[config.mk]
export PLATFORM = sky130hd
export DESIGN_NAME = dma_channel_event_irq_control
export DESIGN_NICKNAME = d
export VERILOG_FILES = /design/src/design/dma_event_pkg.sv /design/src/design/dma_channel_event_irq_control.sv /design/src/design/irq_number_match.sv
export SDC_FILE = /design/constraint.sdc
export NUM_CORES = 1
export LEC_CHECK = 0
export BUFFER_PORTS_ARGS = -buffer_cell sky130_fd_sc_hd__clkbuf_2
export CAP_MARGIN = 30
export CORE_AREA = 2 2 158 160
export CTS_CLUSTER_SIZE = 10
export DETAILED_ROUTE_END_ITERATION = 6
export DIE_AREA = 0 0 160 162
export GPL_ROUTABILITY_DRIVEN = 0
export MAX_ROUTING_LAYER = met4
export PLACE_DENSITY = 0.83
export SYNTH_ARGS = -nofsm -noshare
export SYNTH_HDL_FRONTEND = slang
export SYNTH_HIERARCHICAL = 1
export SYNTH_SLANG_ARGS = --single-unit
[constraint.sdc]
create_clock -name clk_i -period 5.1 [get_ports clk_i]
set_input_delay 0.765 -clock clk_i [delete_from_list [all_inputs] [get_ports clk_i]]
set_output_delay 0.765 -clock clk_i [all_outputs]
set_load 0.005 [all_outputs]
[src/design/dma_event_pkg.sv]
// Constants for the channel event and flag logic.
// Assumes a 32-bit classic Wishbone slave with word-aligned registers.
package dma_event_pkg;

  // Register byte addresses
  localparam logic [3:0] ECON_ADDR   = 4'h0;
  localparam logic [3:0] FLAGS_ADDR  = 4'h4;
  localparam logic [3:0] MASK_ADDR   = 4'h8;
  localparam logic [3:0] STATUS_ADDR = 4'hC;

  // Event control fields
  localparam int ABORT_SEL_LSB   = 16;
  localparam int START_SEL_LSB   = 8;
  localparam int FORCE_BIT       = 7;
  localparam int SWABORT_BIT     = 6;
  localparam int PAT_EN_BIT      = 5;
  localparam int START_EN_BIT    = 4;
  localparam int ABORT_EN_BIT    = 3;
  localparam int SEL_W           = 8;

  localparam logic [7:0] SEL_RESET = 8'hFF;
  localparam logic [2:0] CTRL_RESET = 3'h0;

  // Flag bit positions
  localparam int DEST_DONE_BIT  = 5;
  localparam int DEST_HALF_BIT  = 4;
  localparam int BLOCK_DONE_BIT = 3;
  localparam int CELL_DONE_BIT  = 2;
  localparam int XFER_ABORT_BIT = 1;
  localparam int ADDR_ERR_BIT   = 0;
  localparam int NUM_FLAGS      = 6;

  localparam logic [5:0] FLAGS_RESET = 6'h00;
  localparam logic [5:0] MASK_RESET  = 6'h00;

endpackage

[src/design/dma_channel_event_irq_control.sv]
// One DMA channel's start/abort event control and sticky interrupt flags.
// Assumes a classic Wishbone master and a datapath that reports progress.
//
// Contract
// - Abort-interrupt selector aborts and sets abort flag
// - Start-interrupt selector picks the starting interrupt
// - Force bit starts transfer, reads zero
// - Software abort bit aborts, reads zero
// - Pattern abort clears channel enable when enabled
// - Start enable gates selected start interrupt
// - Abort enable gates selected abort interrupt
// - Selectors reset ones, controls zero, gaps zero
// - Destination done when pointer equals size
// - Destination half when pointer equals half size
// - Block done on larger size or match
// - Cell done after each cell size
// - Transfer abort flag on abort interrupt
// - Address error flag on invalid address
`timescale 1ns/10ps
`default_nettype none
module dma_channel_event_irq_control #(
  parameter int NUM_IRQ = 256,
  parameter int PTR_W   = 16
) (
  input  wire logic               clk_i,
  input  wire logic               rst_i,
  // Classic Wishbone slave
  input  wire logic               cyc_i,
  input  wire logic               stb_i,
  input  wire logic               we_i,
  input  wire logic [3:0]         adr_i,
  input  wire logic [3:0]         sel_i,
  input  wire logic [31:0]        dat_i,
  output logic [31:0]             dat_o,
  output logic                    ack_o,
  output logic                    err_o,
  // Interrupt sources
  input  wire logic [NUM_IRQ-1:0] irq_lines_i,
  // Transfer datapath
  input  wire logic               pattern_match_i,
  input  wire logic               byte_xfer_i,
  input  wire logic [PTR_W-1:0]   dest_pointer_i,
  input  wire logic [PTR_W-1:0]   dest_size_i,
  input  wire logic [PTR_W-1:0]   source_size_i,
  input  wire logic [PTR_W-1:0]   cell_size_i,
  input  wire logic               addr_error_i,
  input  wire logic               channel_enable_set_i,
  output logic                    channel_enable_o,
  output logic                    start_cell_o,
  output logic                    abort_o,
  output logic                    irq_o
);

  logic [7:0]  abort_irq_select_q;
  logic [7:0]  start_irq_select_q;
  logic        pattern_abort_enable_q;
  logic        start_irq_enable_q;
  logic        abort_irq_enable_q;
  logic [5:0]  flags_q;
  logic [5:0]  mask_q;
  logic        channel_enable_q;
  logic        ack_q;
  logic        err_q;
  logic [31:0] dat_q;
  logic        start_q;
  logic        abort_q;
  logic [PTR_W-1:0] cell_count_q;
  logic [PTR_W-1:0] block_count_q;
  logic [PTR_W-1:0] dest_ptr_prev_q;

  logic start_hit;
  logic abort_hit;
  logic req;
  logic wr;
  logic mapped;
  logic force_transfer;
  logic software_abort;
  logic pattern_abort;
  logic [5:0] flag_set;
  logic [5:0] flag_clr;
  logic [PTR_W-1:0] block_size;
  logic [PTR_W-1:0] cell_next;
  logic [PTR_W-1:0] block_next;
  logic cell_end;
  logic block_end;

  irq_number_match #(
    .NUM_IRQ (NUM_IRQ),
    .SEL_W   (dma_event_pkg::SEL_W)
  ) u_start_match (
    .irq_lines_i (irq_lines_i),
    .select_i    (start_irq_select_q),
    .enable_i    (start_irq_enable_q),
    .hit_o       (start_hit)
  );

  irq_number_match #(
    .NUM_IRQ (NUM_IRQ),
    .SEL_W   (dma_event_pkg::SEL_W)
  ) u_abort_match (
    .irq_lines_i (irq_lines_i),
    .select_i    (abort_irq_select_q),
    .enable_i    (abort_irq_enable_q),
    .hit_o       (abort_hit)
  );

  // Bus decode; one access answered per request, ack drops next cycle
  assign req    = cyc_i && stb_i && !ack_q && !err_q;
  assign mapped = (adr_i == dma_event_pkg::ECON_ADDR) ||
                  (adr_i == dma_event_pkg::FLAGS_ADDR) ||
                  (adr_i == dma_event_pkg::MASK_ADDR) ||
                  (adr_i == dma_event_pkg::STATUS_ADDR);
  assign wr     = req && we_i && mapped;

  // Self-clearing command bits live only as write strobes
  assign force_transfer = wr && (adr_i == dma_event_pkg::ECON_ADDR) &&
                          sel_i[0] && dat_i[dma_event_pkg::FORCE_BIT];
  assign software_abort = wr && (adr_i == dma_event_pkg::ECON_ADDR) &&
                          sel_i[0] &&
                          dat_i[dma_event_pkg::SWABORT_BIT];
  assign pattern_abort  = pattern_abort_enable_q && pattern_match_i;

  always_ff @(posedge clk_i) begin
    if (rst_i) begin
      abort_irq_select_q     <= dma_event_pkg::SEL_RESET;
      start_irq_select_q     <= dma_event_pkg::SEL_RESET;
      pattern_abort_enable_q <= 1'b0;
      start_irq_enable_q     <= 1'b0;
      abort_irq_enable_q     <= 1'b0;
    end else if (wr && adr_i == dma_event_pkg::ECON_ADDR) begin
      if (sel_i[2]) begin
        abort_irq_select_q <= dat_i[23:16];
      end
      if (sel_i[1]) begin
        start_irq_select_q <= dat_i[15:8];
      end
      if (sel_i[0]) begin
        pattern_abort_enable_q <= dat_i[dma_event_pkg::PAT_EN_BIT];
        start_irq_enable_q     <= dat_i[dma_event_pkg::START_EN_BIT];
        abort_irq_enable_q     <= dat_i[dma_event_pkg::ABORT_EN_BIT];
      end
    end
  end

  always_ff @(posedge clk_i) begin
    if (rst_i) begin
      mask_q <= dma_event_pkg::MASK_RESET;
    end else if (wr && adr_i == dma_event_pkg::MASK_ADDR && sel_i[0]) begin
      mask_q <= dat_i[5:0];
    end
  end

  // Channel enable: datapath sets it, any abort clears it
  always_ff @(posedge clk_i) begin
    if (rst_i) begin
      channel_enable_q <= 1'b0;
    end else if (pattern_abort || abort_hit || software_abort) begin
      channel_enable_q <= 1'b0;
    end else if (channel_enable_set_i) begin
      channel_enable_q <= 1'b1;
    end
  end

  // Start and abort pulses to the datapath; abort takes priority
  always_ff @(posedge clk_i) begin
    if (rst_i) begin
      start_q <= 1'b0;
      abort_q <= 1'b0;
    end else begin
      abort_q <= abort_hit || software_abort || pattern_abort;
      start_q <= (start_hit || force_transfer) &&
                 !(abort_hit || software_abort || pattern_abort);
    end
  end

  // Progress counters for cell and block boundaries
  assign block_size = (source_size_i > dest_size_i) ?
                      source_size_i : dest_size_i;
  assign cell_next  = cell_count_q + 1'b1;
  assign block_next = block_count_q + 1'b1;
  assign cell_end   = byte_xfer_i && (cell_next == cell_size_i);
  assign block_end  = byte_xfer_i && (block_next == block_size);

  always_ff @(posedge clk_i) begin
    if (rst_i) begin
      cell_count_q  <= '0;
      block_count_q <= '0;
    end else if (abort_q || start_q && !channel_enable_q) begin
      cell_count_q  <= '0;
      block_count_q <= '0;
    end else if (byte_xfer_i) begin
      cell_count_q  <= cell_end ? '0 : cell_next;
      block_count_q <= block_end ? '0 : block_next;
    end
  end

  // Pointer compares fire once, on arrival at the mark
  always_ff @(posedge clk_i) begin
    if (rst_i) begin
      dest_ptr_prev_q <= '0;
    end else begin
      dest_ptr_prev_q <= dest_pointer_i;
    end
  end

  always_comb begin
    flag_set = '0;
    flag_set[dma_event_pkg::DEST_DONE_BIT] =
      (dest_pointer_i == dest_size_i) &&
      (dest_ptr_prev_q != dest_pointer_i);
    flag_set[dma_event_pkg::DEST_HALF_BIT] =
      (dest_pointer_i == (dest_size_i >> 1)) &&
      (dest_ptr_prev_q != dest_pointer_i);
    flag_set[dma_event_pkg::BLOCK_DONE_BIT] =
      block_end || pattern_match_i;
    flag_set[dma_event_pkg::CELL_DONE_BIT]  = cell_end;
    flag_set[dma_event_pkg::XFER_ABORT_BIT] = abort_hit;
    flag_set[dma_event_pkg::ADDR_ERR_BIT]   = addr_error_i;
  end

  assign flag_clr = (wr && adr_i == dma_event_pkg::FLAGS_ADDR && sel_i[0]) ?
                    dat_i[5:0] : 6'h00;

  // Write-one-to-clear; a set in the same cycle wins
  genvar gi;
  generate
    for (gi = 0; gi < dma_event_pkg::NUM_FLAGS; gi++) begin : g_flag
      always_ff @(posedge clk_i) begin
        if (rst_i) begin
          flags_q[gi] <= dma_event_pkg::FLAGS_RESET[gi];
        end else if (flag_set[gi]) begin
          flags_q[gi] <= 1'b1;
        end else if (flag_clr[gi]) begin
          flags_q[gi] <= 1'b0;
        end
      end
    end
  endgenerate

  // Read data and answer, one cycle after the request
  always_ff @(posedge clk_i) begin
    if (rst_i) begin
      ack_q <= 1'b0;
      err_q <= 1'b0;
      dat_q <= 32'h0000_0000;
    end else begin
      ack_q <= req && mapped;
      err_q <= req && !mapped;
      dat_q <= 32'h0000_0000;
      if (req && !we_i) begin
        unique case (adr_i)
          dma_event_pkg::ECON_ADDR: begin
            // Command bits and gaps read zero
            dat_q <= {8'h00, abort_irq_select_q, start_irq_select_q,
                      2'b00, pattern_abort_enable_q, start_irq_enable_q,
                      abort_irq_enable_q, 3'b000};
          end
          dma_event_pkg::FLAGS_ADDR: begin
            dat_q <= {26'h0, flags_q};
          end
          dma_event_pkg::MASK_ADDR: begin
            dat_q <= {26'h0, mask_q};
          end
          dma_event_pkg::STATUS_ADDR: begin
            dat_q <= {30'h0, channel_enable_q, irq_o};
          end
          default: begin
            dat_q <= 32'h0000_0000;
          end
        endcase
      end
    end
  end

  assign dat_o            = dat_q;
  assign ack_o            = ack_q;
  assign err_o            = err_q;
  assign channel_enable_o = channel_enable_q;
  assign start_cell_o     = start_q;
  assign abort_o          = abort_q;
  assign irq_o            = |(flags_q & mask_q);

endmodule
`default_nettype wire

[src/design/irq_number_match.sv]
// Detects an occurrence of one selected interrupt number out of 256 lines.
// Assumes the source lines are single-cycle pulses in the clock domain.
`timescale 1ns/10ps
`default_nettype none
module irq_number_match #(
  parameter int NUM_IRQ = 256,
  parameter int SEL_W   = 8
) (
  input  wire logic [NUM_IRQ-1:0] irq_lines_i,
  input  wire logic [SEL_W-1:0]   select_i,
  input  wire logic               enable_i,
  output logic                    hit_o
);

  // Index reaching past NUM_IRQ reads as no event
  always_comb begin
    hit_o = 1'b0;
    if (enable_i && (32'(select_i) < NUM_IRQ)) begin
      hit_o = irq_lines_i[select_i];
    end
  end

endmodule
`default_nettype wire

==> results <==
- The count of buffers added on input and output ports is just under 400.
- Detailed placement ended at an HPWL of 29980 um.
- Counting every sink on the clock net gives 106.
- The startpoint type of the worst setup path is a primary input.
- Sorting the synthesized cells by area gives the leading types as sky130_fd_sc_hd__dfxtp_1 (19%), sky130_fd_sc_hd__mux4_2 (14%), sky130_fd_sc_hd__mux4_1 (8.2%), sky130_fd_sc_hd__mux2i_1 (7.2%), sky130_fd_sc_hd__xor2_1 (4.1%).
- The fill cell total of the finished layout is 2163.
- The capture instance of the worst register-to-register path is block_count_q[3].
- Walking the worst path, the cells encountered are clkbuf_2 -> inv_1 -> ha_1 -> a21o_1 -> a21o_1 -> a2111oi_2 -> and3b_1 -> o21ai_1 -> and3_1 -> or4b_1 -> or4_4 -> nor2_1 -> nor3_1.
- The insertion delay of the later-clocked pin in the worst-skew pair is between 0.3 and 0.4 ns.
- The worst pin sits at a relative slew slack of 42.73%.
- The maximum count of clock buffers along a single path is 2.
- The number of pins exceeding their max-slew limit in the final report was 0.
- The routed design could run at a clock period as short as 4.388 ns.
- The via count of the first global-routing pass is 10831.
- The total length of routed wires is 37560 um.
- Data on the critical path is required at its endpoint by 5.31 ns.
- In this run, flip-flops and latches consume 42.1% of the power.
- The biggest area contributor in the post-synthesis netlist is sky130_fd_sc_hd__dfxtp_1.
- The launch point of the worst hold path is block_count_q[15].
- The maximum cell stage delay along the critical path is 0.60 ns.
- The post-route clock period utilization is 86.05%.
- The growth of design area from synthesis to finish is 19.91%.
- Derived from the worst setup path, the maximum achievable clock frequency is 227.9 MHz.
- The flow ran to the end, but the final reports show violations.
- The routed length per instance is 20.80 um.
- The internal reg-to-reg setup slack is around 1.6 ns.
- The cell-internal power is 1.445 mW.
- The analysis attributes to net switching a power of 0.5737 mW.
- For this run, the share of the core covered by cells in the final layout is 54.14%.
- In this run the critical register-to-register path is launched from block_count_q[0].
- Of the cells placed in the final design, the portion with a size suffix greater than 1 is 34.75%.
- In this run the worst setup path terminates at block_count_q[3].
- The logic depth of the worst setup path including buffers is 13.
- After detailed routing, the number of remaining DRC violations is 1.
- The post-CTS setup repair buffer count is 0.
- The final-stage net count is ~1900.
- The overflow left after global routing is 0.
- Adding up every negative setup slack in the final design gives 0 ns.
- The arrival time at the worst endpoint is 4.59 ns.
- Prior to clock tree synthesis, the placed netlist has a worst setup slack of 0.4217 ns.
- The residual antenna-violating net count after detailed routing is 0.
- The critical path endpoint category is a flop.
- The DRC marker count from the first detailed-route iteration is between 900 and 1000.
- Tracing the worst setup path back leads to its startpoint at dest_size_i[13].
- The most numerous cell type found on the critical path is sky130_fd_sc_hd__a21o_1.
- For this design the ratio of total power to cell area is ~150 mW/mm2.
- The clock tree from TritonCTS is yes.
- The aggregate global-route resource usage is 28.51%.
- Of all flip-flops after synthesis, the portion carrying an async set or reset was 0%.
- The quantity of hold-fixing buffers added after cts is 0.
- The gate family responsible for the most delay along the worst path is simple AND/OR/NAND/NOR gates.
- The die covers 0.02592 mm2.
- Synthesis inferred about 110 register bits.
- The total of warnings raised by yosys is 6.
- The first-pass GRT wire length is 56700 um.
- Among all cell types in the netlist, the one instantiated most often is sky130_fd_sc_hd__dfxtp_1.
- The synthesized area per cell is 9.481 um2.
- The number of antenna violations at the first check in global routing is 0.
- Setup violations remaining at the end of the flow were counted as 0.
- The worst IR drop on VDD is between 0.15 and 0.2 mV.
- The count of standard-cell rows is 57.
- The netlist area before placement is ~0.011 mm2.
- The slew at the pin with the worst max-slew slack is 0.8544 ns.
- The class of the tightest hold or removal check is reg -> reg.
- The die is 160 um wide.
- Once the clock tree was built, the resizer swapped 0 gates to a different size.
- The cell count after synthesis is 1148.
- The clock network burns 32.8% of the power.
- The critical path class is in -> reg.
- Max-cap violations in this run came to 0.
- The pin count of the biggest net entering global routing is a little under 60.
- The post-CTS clock slew at the launch and capture registers of the worst setup and hold paths is 0.08 ns.
- The number of enable flip-flop cells after synthesis is 0.
- The routed via count divided by cell count is 6.227.
- The floorplan step set the die height to 162 um.
- The sequential share of the synthesized area is 19.50%.
- The slowest stage of the critical path belongs to the cell sky130_fd_sc_hd__or4_4.
- The hold violation total from the final report came to 0.
- The final route contains 11246 vias.
- The TritonCTS buffer count is 9.
- In this run the worst path has a maximum fanout of 15.
- For this run, the leading register cell type out of synthesis is sky130_fd_sc_hd__dfxtp_1.
- The multi-input gate area in the final layout is 0.008011 mm2.
- The core region area is 0.02411 mm2.
- The sequential cells in the finished layout cover a total of 0.002132 mm2.
- The synthesized design devotes to its leading area cell type 19.50% of total area.
- The final reports fail on design-rule violations.
- The initial core utilization is between 40 and 50%.
- Of the total power, the share spent switching nets is 28.42%.
- The critical path contains buffers and inverters numbering 2 combined.
- For the worst flop-to-flop path, the logic depth is 10.
- The I/O pin count is 407.
- The leakage power summed over all cells is ~6.1 nW.
- Yosys mapped the design onto 73 distinct sky130hd cell types.
- By count the netlist is led by sky130_fd_sc_hd__dfxtp_1 (106), sky130_fd_sc_hd__mux2i_1 (78), sky130_fd_sc_hd__nand2_1 (74).
- The detailed-routing iteration count for the pre-antenna-repair pass is 7.
- Setup repair after global routing left no endpoint under its margin.
- In this run, the combinational gates consume between 20% and 30% of the power.
- In this run the number of H-tree levels came out at 3.
- The root buffer selected by CTS is sky130_fd_sc_hd__clkbuf_16.
- The final worst setup slack is 0.7116 ns.
- The worst clock skew is 0.01147 ns.
- The repair_antennas step left the layout with diodes totalling 0.
-- worst register-to-register path, delay by kind of cell (launching register included) --
| kind | cells | cell delay, ns |
|---|---|---|
| xor gates and xnor gates | 1 | 0.18 |
| DFF | 1 | 0.51 |
| adders and majority gates | 1 | 0.32 |
| and+or+nand+nor | 8 | 2.35 |
-- layout by cell type (no fill, tap or decap), drive strengths merged, types with 13 or more instances in the layout --
cell,count
a211o,16
a21oi,67
and2,30
and3,32
buf,17
clkbuf,397
dfxtp,106
ha,18
inv,26
mux2i,78
mux4,102
nand2,74
nand3,34
nand4,24
nor2,72
nor2b,25
nor3,30
nor4,20
o211ai,13
o21ai,38
o221ai,15
xnor2,50
xor2,51
-- logic make-up (layout without fill, tap and decap cells) --
kind of cell             after synthesis  after routing  share of synthesized area, %
adder cells (fa/ha/maj)               18             18                         2.069
multiplexers                         185            185                         29.97
flip-flops                           106            106                         19.50
AND/OR/NAND/NOR                      399            399                         19.82
AO/OA/AOI/OAI                        216            216                         13.20
other                                  1             10                       0.03445
XOR/XNOR                             101            101                         8.127
buffers and inverters                122            447                         7.288
-- stage by stage --
step | hold slack [ns] | power (mW) | cells | cell area, um2
after floorplan | 0.4453 | 1.133 | 1157 | 10920
after global routing | 0.5138 | 2.112 | 1806 | 13050
final | 0.4853 | 2.019 | 1806 | 13050
after global placement | 0.4625 | 1.349 | 1789 | 12730
after CTS | 0.4855 | 2.026 | 1805 | 13020
after detailed placement | 0.4740 | 1.364 | 1789 | 12730
-- registers in the layout, summed over array words and instances, names as in the netlist --
signal	flops
abort_irq_enable_q	1
abort_irq_select_q	8
abort_o	1
ack_o	1
block_count_q	16
cell_count_q	16
channel_enable_o	1
dat_o	22
dest_ptr_prev_q	16
err_o	1
flags_q	6
mask_q	6
pattern_abort_enable_q	1
start_cell_o	1
start_irq_enable_q	1
start_irq_select_q	8
-- area by class of cell --
cell class / instances / area share, %
Inverter: 27 / 0.7765
Sequential cell: 106 / 16.34
Timing Repair Buffer: 404 / 16.16
Clock buffer: 10 / 1.754
Tap cell: 324 / 3.106
Multi-Input combinational cell: 929 / 61.38
Clock inverter: 6 / 0.4793
-- metal layers --
layer / track usage, % / share of wire (%) / routed length, um / vias to the layer above
li1: - / - / - / 5079
met1: 33.51 / 37 / 13950 / 5272
met2: 48.31 / 50 / 18660 / 752
met3: 4.290 / 8.4 / 3171 / 143
met4: 13.51 / 4.8 / 1785 / 0
met5: - / 0 / 0 / -
-- worst min path at each step --
stage	end	slack (ns)	cells past startpoint
2_1_floorplan	dat_o[0]	0.45	2
3_3_place_gp	block_count_q[15]	0.46	2
3_5_place_dp	block_count_q[15]	0.47	2
4_1_cts	block_count_q[15]	0.49	2
5_1_grt	block_count_q[15]	0.51	2
6_report	block_count_q[15]	0.49	2
-- power groups by stage --
stage          combinational, mW  clock, mW  sequential (mW)
2_1_floorplan              0.267          0            0.866
3_3_place_gp               0.479          0            0.869
3_5_place_dp               0.494          0            0.870
4_1_cts                    0.497      0.678            0.850
5_1_grt                    0.546      0.715            0.851
6_report                   0.506      0.663            0.850
Note: power is estimated with default switching activity, not from simulation.
